## config.mk

```make
export PLATFORM = sky130hd
export DESIGN_NAME = crp_reset_ctrl
export DESIGN_NICKNAME = d
export VERILOG_FILES = /design/src/crp_pkg.sv /design/src/crp_sync_if.sv /design/src/crp_reset_ctrl.sv /design/src/crp_pin_sync.sv
export SDC_FILE = /design/constraint.sdc
export NUM_CORES = 1
export LEC_CHECK = 0
export BUFFER_PORTS_ARGS = -buffer_cell sky130_fd_sc_hd__buf_2
export CAP_MARGIN = 20
export CORE_MARGIN = 8
export CORE_UTILIZATION = 45
export CTS_BUF_LIST = sky130_fd_sc_hd__clkbuf_8
export CTS_CLUSTER_SIZE = 8
export DETAILED_ROUTE_END_ITERATION = 10
export PLACE_DENSITY_LB_ADDON = 0.2
export SETUP_SLACK_MARGIN = 0.2
export SKIP_CTS_REPAIR_TIMING = 1
export SYNTH_ARGS = -nofsm -noshare
export SYNTH_HDL_FRONTEND = slang
export SYNTH_SLANG_ARGS = --single-unit
```

## constraint.sdc

```tcl
create_clock -name sys_clk -period 4.4 [get_ports sys_clk]
set_input_delay 0.88 -clock sys_clk [delete_from_list [all_inputs] [get_ports sys_clk]]
set_output_delay 0.88 -clock sys_clk [all_outputs]
set_load 0.1 [all_outputs]
```

## src/crp_pkg.sv

```systemverilog
// constants and types for the chip reset pin control block
// How it works
// - reset pin low holds everything in reset
// - boot-select level captured at pin release
// - internal reset released after fixed clock count
// - power-on reset acts like pin reset
// - reset output pin mirrors internal reset
// - pin pull-up on after reset, software disables
// - high boot-select boots external unless flash secured
package crp_pkg;
    localparam int SYNC_BITS = 2;
    localparam int PIN_RESET_N = 0;
    localparam int PIN_BOOT = 1;
    localparam int CNT_W = 6;
    localparam logic [CNT_W-1:0] RELEASE_CLOCKS = 6'h20;
    localparam logic [CNT_W-1:0] RELEASE_LAST = 6'h1F;
    localparam logic [CNT_W-1:0] CNT_RESET = 6'h00;
    localparam logic [SYNC_BITS-1:0] SYNC_RESET = 2'h0;

    typedef enum logic [2:0] {
        ST_HOLD = 3'b001,
        ST_COUNT = 3'b010,
        ST_RUN = 3'b100
    } crp_state_e;
endpackage : crp_pkg

```

## src/crp_sync_if.sv

```systemverilog
// bundle between the pin synchroniser and the sequencer
`timescale 1ns/100ps
`default_nettype none
interface crp_sync_if;
    logic [crp_pkg::SYNC_BITS-1:0] raw;
    logic [crp_pkg::SYNC_BITS-1:0] filt;
    modport syncer (input raw, output filt);
    modport user (output raw, input filt);
endinterface : crp_sync_if
`default_nettype wire

```

## src/crp_reset_ctrl.sv

```systemverilog
// chip reset sequencer: pin hold, boot capture, timed release
`timescale 1ns/100ps
`default_nettype none
module crp_reset_ctrl (
    input wire logic sys_clk,
    input wire logic rst,
    input wire logic resetPinN,
    input wire logic bootSourceSelect,
    input wire logic flashSecured,
    input wire logic pullupDisableReset,
    output logic chipReset,
    output logic resetStateOutputN,
    output logic bootExternal,
    output logic resetPullupEnable
);
    typedef struct packed {
        crp_pkg::crp_state_e state;
        logic [crp_pkg::CNT_W-1:0] cnt;
        logic boot;
        logic intRst;
        logic rstOutN;
        logic pullEn;
    } crp_ctrl_s;

    crp_ctrl_s st_q;
    crp_ctrl_s st_d;
    logic pinN;
    logic pinBoot;

    crp_sync_if sif ();
    assign sif.raw = {bootSourceSelect, resetPinN};

    crp_pin_sync u_sync (
        .sys_clk(sys_clk),
        .rst(rst),
        .pins(sif.syncer)
    );

    assign pinN = sif.filt[crp_pkg::PIN_RESET_N];
    assign pinBoot = sif.filt[crp_pkg::PIN_BOOT];

    always_comb begin
        st_d = st_q;
        case (st_q.state)
            crp_pkg::ST_HOLD: begin
                st_d.cnt = crp_pkg::CNT_RESET;
                if (pinN) begin
                    // mode latched at the synced release
                    st_d.boot = pinBoot & ~flashSecured;
                    st_d.state = crp_pkg::ST_COUNT;
                end
            end
            crp_pkg::ST_COUNT: begin
                if (!pinN) begin
                    st_d.state = crp_pkg::ST_HOLD;
                    st_d.cnt = crp_pkg::CNT_RESET;
                end else if (st_q.cnt == crp_pkg::RELEASE_LAST) begin
                    st_d.state = crp_pkg::ST_RUN;
                end else begin
                    st_d.cnt = st_q.cnt + 6'h01;
                end
            end
            crp_pkg::ST_RUN: begin
                if (!pinN) begin
                    st_d.state = crp_pkg::ST_HOLD;
                end
            end
            default: begin
                st_d.state = crp_pkg::ST_HOLD;
            end
        endcase
        st_d.intRst = (st_d.state != crp_pkg::ST_RUN);
        st_d.rstOutN = ~st_d.intRst;
        st_d.pullEn = st_d.intRst | ~pullupDisableReset;
    end

    // async reset is the power-on reset: pin-reset hold state with the boot mode cleared to 0
    always_ff @(posedge sys_clk or posedge rst) begin
        if (rst) begin
            st_q <= '{crp_pkg::ST_HOLD, crp_pkg::CNT_RESET, 1'b0, 1'b1, 1'b0, 1'b1};
        end else begin
            st_q <= st_d;
        end
    end

    assign chipReset = st_q.intRst;
    assign resetStateOutputN = st_q.rstOutN;
    assign bootExternal = st_q.boot;
    assign resetPullupEnable = st_q.pullEn;

    // helper: cycles spent counting
    logic [crp_pkg::CNT_W:0] countLen;
    always_ff @(posedge sys_clk or posedge rst) begin
        if (rst) begin
            countLen <= 7'h00;
        end else if (st_q.state == crp_pkg::ST_COUNT) begin
            countLen <= countLen + 7'h01;
        end else begin
            countLen <= 7'h00;
        end
    end
endmodule : crp_reset_ctrl
`default_nettype wire

```

## src/crp_pin_sync.sv

```systemverilog
// three-flop pin synchroniser with agreement filter
`timescale 1ns/100ps
`default_nettype none
module crp_pin_sync (
    input wire logic sys_clk,
    input wire logic rst,
    crp_sync_if.syncer pins
);
    typedef struct packed {
        logic [crp_pkg::SYNC_BITS-1:0] s1;
        logic [crp_pkg::SYNC_BITS-1:0] s2;
        logic [crp_pkg::SYNC_BITS-1:0] s3;
        logic [crp_pkg::SYNC_BITS-1:0] filt;
    } crp_sync_s;

    crp_sync_s st_q;
    crp_sync_s st_d;

    always_comb begin
        st_d = st_q;
        st_d.s1 = pins.raw;
        st_d.s2 = st_q.s1;
        st_d.s3 = st_q.s2;
        // a change counts once stages two and three agree
        for (int i = 0; i < crp_pkg::SYNC_BITS; i++) begin
            if (st_q.s2[i] == st_q.s3[i]) begin
                st_d.filt[i] = st_q.s3[i];
            end
        end
    end

    always_ff @(posedge sys_clk or posedge rst) begin
        if (rst) begin
            st_q <= '{crp_pkg::SYNC_RESET, crp_pkg::SYNC_RESET,
                      crp_pkg::SYNC_RESET, crp_pkg::SYNC_RESET};
        end else begin
            st_q <= st_d;
        end
    end

    assign pins.filt = st_q.filt;
endmodule : crp_pin_sync
`default_nettype wire

```

==> metrics.csv, run 1 <==
stage;metric;value;unit
worst_setup_path;critical path endpoint category;output port;
global_route;initial antenna violation count;0;
synth;post-synthesis average cell area;12.2;um^2
floorplanning;initial core utilization;47.1;%
placed_design;dpl cells;108;
run_status;status;finished, final reports clean;
cells_and_area;final net count;93;
sta;Least-Margin Pin Slew;771;ps
synth;multiplexer area fraction after synthesis;1.09;%
worst_setup_path;Worst setup SP type;flip-flop;
power;Leakage Power;0.442;nW
cells_and_area;Antenna diodes;0;
clock_network;Num CTS Buffers;3;
placed_design;routability cong.;0.761;
sta;fin crit share;47.1;%
cells_and_area;Final Instance Area;0.00102;mm^2
clock_network;# clock sinks;21;
cells_and_area;Fillers;175;
sta;fin. max-slew vios;0;
synth;Synth Area in Compound Gates;13.0;%
floorplanning;CORE AREA;0.00194;mm^2
global_route;first-pass GRT wire length;2.58;mm
clock_network;Clock transition at path regs;80;ps
worst_setup_path;crit path max fanout;1;
cells_and_area;share of cells above drive strength 1;22.4;%
sta;unrepaired setup endpoints after global routing;false;
global_route;largest net degree at the start of global routing;22;
job;max_cap viols;0;
sta;Final Hold Vio Count;0;
synth;YS warnings;0;
sta;Final Critical Period;2070;ps
synth;synthesized area;915;um^2
synth;Adder-Cell Fraction of Synth Area;3.56;%
synth;Cells after Synth;75;
global_route;GRT Total Usage;9.75;%
synth;FF+latch count, synth;21;
drt;WL/cell;13.3;um
sta;Slew HR;48.5;%
worst_setup_path;WP data required;3520;ps
placed_design;IO buf count;9;
floorplanning;Top Ports;10;
synth;sequential fraction of the synthesis area;57.9;%
cells_and_area;Area Overhead vs Synth;11.6;%
placed_design;Area after DPL;972;um^2
worst_setup_path;critical path class;flip-flop to output port;
synth;post-synthesis cell type count;32;
floorplanning;Die Width;61.1;um
global_route;number of global-route vias before repair;558;
worst_setup_path;CP top delay family;flip-flops;
drt;Detail Route Antenna Nets;0;
synth;largest family of logic cells by synthesized area;simple AND/OR/NAND/NOR gates;
global_route;total grt overflow;0;
drt;initial DRC count;13;
clock_network;worst-skew pair later-pin latency;260;ps
worst_setup_path;critical path's slowest cell;dfstp_2;
drt;vias post-DR;592;
worst_setup_path;CP Buf/Inv Count;1;
sta;Peak Freq;483;MHz
synth;area share of and/or/nand/nor cells after synthesis;19.0;%
drt;DRT Pass-1 Iters;4;
clock_network;CTS max path bufs;2;
synth;syn_nets;82;
synth;post-synthesis xor/xnor area fraction;1.92;%
power;VDD IR-drop max;337;uV
sta;Setup TNS;0;ps
drt;DR DRC count;0;
cells_and_area;Final Util;52.6;%
clock_network;Root Driver;clkbuf_8;
floorplanning;Die ar.;0.00373;mm^2
cells_and_area;non-filler cells, final;112;
placed_design;post-detail-place hpwl;1.00;mm
floorplanning;row count;16;
worst_setup_path;sequence of cells on the critical path;buf_2;
power;pwr/cell area;459;mW/mm^2
clock_network;# H-tree levels;1;
drt;drt via density;5.29;
clock_network;CTS tree;done;
min_path;Worst Hold Class;flip-flop to flip-flop;
floorplanning;Die Y;61.1;um
worst_setup_path;Crit path largest cell delay;520;ps
sta;setup-violating endpoint count in the final report;0;
sta;Clock Skew;2.39;ps
drt;WL final;1.49;mm
worst_setup_path;CP arrival;1190;ps
==> path summary, 6_finish.rpt <==
check,from,endpoint,slack [ps],cells past startpoint
worst min register to register,u_sync.st_d[4]$_DFF_PP0_,u_sync.st_d[2]$_DFF_PP0_,360,0
worst min-delay path,u_sync.st_d[4]$_DFF_PP0_,u_sync.st_d[2]$_DFF_PP0_,360,0
worst max-delay path,chipReset$_DFF_PP1_,chipReset,2330,1
min in group asynchronous,rst,st_q[9]$_DFFE_PP0P_,740,2
max in group asynchronous,rst,resetStateOutputN$_DFF_PP0_,3180,2
worst max register to register,st_q[12]$_DFF_PP0_,st_q[5]$_DFFE_PP0P_,2870,3
==> stage by stage <==
step                      hold slack, ps  worst slack (ps)  power, W
final                                356              2330  0.000469
after global routing                 364              2300  0.000497
after CTS                            361              2310  0.000478
after detailed placement             336              2610  0.000344
after global placement               332              2620  0.000341
after floorplan                      331              2620  0.000326
==> layer usage <==
| metal | up-vias | share of wire [%] | wire, um | GRT usage (%) |
|---|---|---|---|---|
| met4 | 0 | 3.4 | 51 | 7.97 |
| met1 | 283 | 49 | 725 | 12.1 |
| met5 | - | 0 | 0 | 0 |
| met3 | 4 | 6.2 | 93 | 3.76 |
| met2 | 15 | 42 | 620 | 13.0 |
| li1 | 290 | - | - | - |
==> synthesized netlist by cell type (all sizes together) <==
| cell type | number | area (um^2) |
|---|---|---|
| dfrtp | 18 | 450 |
| o21ai | 6 | 30.0 |
| nand2 | 5 | 18.8 |
| a21oi | 3 | 15.0 |
| and3b | 3 | 26.3 |
| buf | 3 | 21.3 |
| dfstp | 3 | 78.8 |
| inv | 3 | 11.3 |
| nand2b | 3 | 18.8 |
| nand3 | 3 | 15.0 |
| maj3 | 2 | 20.0 |
| nand3b | 2 | 15.0 |
| nand4b | 2 | 17.5 |
| nor3 | 2 | 10.0 |
| o211ai | 2 | 15.0 |
| a211oi | 1 | 12.5 |
| a2bb2oi | 1 | 8.76 |
| a311oi | 1 | 8.76 |
| and2 | 1 | 6.26 |
| and3 | 1 | 6.26 |
| ha | 1 | 12.5 |
| mux2i | 1 | 10.0 |
| nand4bb | 1 | 11.3 |
| nor2 | 1 | 3.75 |
| nor4bb | 1 | 25.0 |
| o211a | 1 | 10.0 |
| o22ai | 1 | 6.26 |
| o31ai | 1 | 12.5 |
| xnor2 | 1 | 8.76 |
| xor2 | 1 | 8.76 |
==> cell usage in the layout, fill, tap and decap left out <==
cell type | netlist | final
maj3_1 | 2 | 2
clkbuf_8 | 0 | 3
nand3_1 | 3 | 3
o211ai_1 | 2 | 2
nand2b_1 | 3 | 3
nand4bb_1 | 1 | 1
a211oi_2 | 1 | 1
clkinvlp_4 | 0 | 1
buf_2 | 2 | 9
o21ai_1 | 2 | 2
dfstp_2 | 3 | 3
a21oi_1 | 3 | 3
dfrtp_1 | 18 | 18
o22ai_1 | 1 | 1
mux2i_1 | 1 | 1
a311oi_1 | 1 | 1
and3_1 | 1 | 1
nand2_1 | 5 | 5
inv_1 | 3 | 3
a2bb2oi_1 | 1 | 1
and3b_1 | 3 | 3
nand3b_1 | 2 | 2
o211a_1 | 1 | 1
o21ai_0 | 4 | 4
ha_1 | 1 | 1
xor2_1 | 1 | 1
nor3_1 | 2 | 2
and2_1 | 1 | 1
nor4bb_4 | 1 | 1
o31ai_2 | 1 | 1
xnor2_1 | 1 | 1
nand4b_1 | 2 | 2
nor2_1 | 1 | 1
==> sequential cells by signal, summed over array words and instances, names as in the netlist <==
signal	cells
bootExternal	1
resetStateOutputN	1
st_q	9
u_sync.st_d	4
u_sync.st_q	2
u_sync.pins.filt	2
chipReset	1
resetPullupEnable	1
==> cells by family (layout without fill, tap and decap cells) <==
group,Yosys count,after routing
fa+ha+maj,3,3
compound gates,17,17
xor+xnor,2,2
buf+inv,6,16
flops,21,21
mux,1,1
simple gates,25,25
==> area by class of cell <==
class / count / area, um^2 / share of cell area (%)
Clock buffer: 3 / 41.3 / 4.04
Clock inverter: 1 / 7.51 / 0.735
Inverter: 3 / 11.3 / 1.10
Multi-Input combinational cell: 48 / 353 / 34.6
Sequential cell: 21 / 529 / 51.8
Tap cell: 27 / 33.8 / 3.31
Timing Repair Buffer: 9 / 45.0 / 4.41
==> power by group <==
group          total [W]  internal, W  switching, W  leakage, nW
registers       0.000234     0.000213     0.0000217        0.262
logic           0.000105    0.0000354     0.0000701        0.158
clock network   0.000129    0.0000640     0.0000652       0.0217
total           0.000469     0.000312      0.000157        0.442
(Power assumes the default switching activity.)
==> run 2, diff against run 1 <==
clock period = 2.1 ns   (was 4.4 ns; I/O delays follow)
==> run 2 against run 1 <==
First-iteration DRC count decreased by 38%. Worst setup slack got worse by 1800 ps. Via count decreased by 3.0%.
==> metrics.csv, run 2 (same netlist as run 1, synthesis figures left out) <==
stage;metric;value;unit;change
drt;DRT Pass-1 Iters;4;;unchanged
worst_setup_path;Crit path largest cell delay;510;ps;about the same
placed_design;routability cong.;0.814;;+7.0%
drt;vias post-DR;574;;-3.0%
global_route;initial antenna violation count;0;;unchanged
power;VDD IR-drop max;710;uV;+110%
worst_setup_path;Worst setup SP type;flip-flop;;
drt;initial DRC count;8;;-5
sta;setup-violating endpoint count in the final report;0;;unchanged
power;Cell Int Power;0.000650;W;+110%
floorplanning;initial core utilization;47.1;%;unchanged
clock_network;CTS tree;done;;
worst_setup_path;critical path's slowest cell;dfstp_2;;
global_route;GRT Total Usage;8.82;%;-0.93 points
cells_and_area;final net count;93;;unchanged
sta;Clock Skew;4.19;ps;+1.80 ps
worst_setup_path;WP data required;1680;ps;-1840 ps
floorplanning;CORE AREA;0.00194;mm^2;unchanged
sta;Peak Freq;626;MHz;
worst_setup_path;sequence of cells on the critical path;buf_2;;
power;pwr/cell area;939;mW/mm^2;+100%
worst_setup_path;crit path max fanout;1;;unchanged
sta;Final Hold Vio Count;0;;unchanged
clock_network;# clock sinks;21;;unchanged
drt;WL/cell;12.1;um;-9.3%
sta;unrepaired setup endpoints after global routing;false;;
floorplanning;row count;16;;unchanged
floorplanning;Die ar.;0.00373;mm^2;unchanged
global_route;largest net degree at the start of global routing;22;;unchanged
clock_network;worst-skew pair later-pin latency;250;ps;about the same
power;clock power share;25.4;%;-2.1 points
power;Seq pwr share;51.5;%;+1.5 points
job;max_cap viols;0;;unchanged
min_path;Worst Hold Class;primary input to flip-flop;;
floorplanning;Die Y;61.1;um;unchanged
drt;WL final;1.35;mm;-9.3%
clock_network;Clock transition at path regs;70;ps;about the same
cells_and_area;most common cell after layout, fill and taps aside;dfrtp_1;;
placed_design;post-detail-place hpwl;1.02;mm;+1.2%
power;Leakage Power;0.448;nW;+1.2%
worst_setup_path;CP Buf/Inv Count;1;;unchanged
power;Switching Share;32.0;%;-1.5 points
clock_network;Num CTS Buffers;3;;unchanged
cells_and_area;most frequent cells in the layout;18 x dfrtp_1, 9 x buf_2, 5 x nand2_1;;
cells_and_area;largest register by flop count;st_q;;
drt;DR DRC count;0;;unchanged
clock_network;# H-tree levels;1;;unchanged
cells_and_area;number of flip-flops in the largest register;9;;unchanged
worst_setup_path;CP arrival;1180;ps;about the same
sta;Slew HR;51.7;%;+3.2 points
floorplanning;Top Ports;10;;unchanged
floorplanning;Die Width;61.1;um;unchanged
sta;fin crit share;76.1;%;
cells_and_area;Antenna diodes;0;;unchanged
drt;Detail Route Antenna Nets;0;;unchanged
worst_setup_path;critical path endpoint category;output port;;
sta;Least-Margin Pin Slew;723;ps;-48.0 ps
power;Total Power;0.000955;W;+100%
global_route;number of global-route vias before repair;575;;+3.0%
run_status;status;finished, final reports clean;;
cells_and_area;share of cells above drive strength 1;21.2;%;-1.2 points
power;Comb power frac;23.1;%;+0.6 points
sta;Setup TNS;0;ps;unchanged
power;Psw;0.000305;W;+95%
global_route;total grt overflow;0;;unchanged
sta;fin. max-slew vios;0;;unchanged
placed_design;IO buf count;9;;unchanged
drt;drt via density;5.13;;-3.0%
clock_network;Root Driver;clkbuf_8;;
clock_network;CTS max path bufs;2;;unchanged
sta;Final Critical Period;1600;ps;
worst_setup_path;CP top delay family;flip-flops;;
global_route;first-pass GRT wire length;2.43;mm;-5.9%
worst_setup_path;critical path class;flip-flop to output port;;
cells_and_area;Area Overhead vs Synth;11.2;%;
[run 2: through the flow]
step                      area [um^2]  hold WS [ps]  utilization, %  instances  worst slack (ps)
final                            1020           274            52.4        112               501
after global placement            972           332            50.1        108               652
after detailed placement          972           337            50.1        108               612
after CTS                        1020           265            52.4        112               488
after floorplan                   915           331               -         75               694
after global routing             1020           256            52.4        112               452
[run 2: worst register-to-register path: cells and delay by family, from the launching register on]
| family | cells | cell delay [ps] |
|---|---|---|
| compound gates | 2 | 400 |
| flops | 1 | 510 |
| simple gates | 1 | 530 |
[run 2: routing by layer]
metal | up-vias | global-route usage [%] | part of all wire, %
li1 | 287 | - | -
met1 | 276 | 10.0 | 45
met2 | 9 | 14.3 | 47
met3 | 2 | 3.97 | 6.5
met4 | 0 | 2.99 | 0.74
met5 | - | 0 | 0
[run 2: path summary, 6_finish.rpt]
check | from | end | slack (ps) | cells after the start
min reg2reg | u_sync.st_d[4]$_DFF_PP0_ | u_sync.st_d[2]$_DFF_PP0_ | 350 | 0
max | resetPullupEnable$_DFF_PP1_ | resetPullupEnable | 500 | 1
max reg2reg | st_q[12]$_DFF_PP0_ | st_q[5]$_DFFE_PP0P_ | 590 | 3
max in group asynchronous | rst | st_q[7]$_DFFE_PP0P_ | 1360 | 2
min in group asynchronous | rst | resetStateOutputN$_DFF_PP0_ | 280 | 2
min | bootSourceSelect | u_sync.st_d[5]$_DFF_PP0_ | 270 | 1
[run 2: area by class of cell]
cell class                 count  area [um^2]
clock buffer                   3         41.3
clock inverter                 1         3.75
fill                         181          925
inverter                       3         11.3
multi-input combinational     48          353
sequential                    21          529
tap                           27         33.8
timing repair buffer           9         45.0
[run 2: power groups by stage]
stage	Combinational [W]	Sequential (W)	Clock [W]
final	0.000221	0.000492	0.000243
after global routing	0.000239	0.000499	0.000274
after CTS	0.000224	0.000492	0.000256
after detailed placement	0.000222	0.000499	0
after global placement	0.000221	0.000498	0
after floorplan	0.000146	0.000537	0
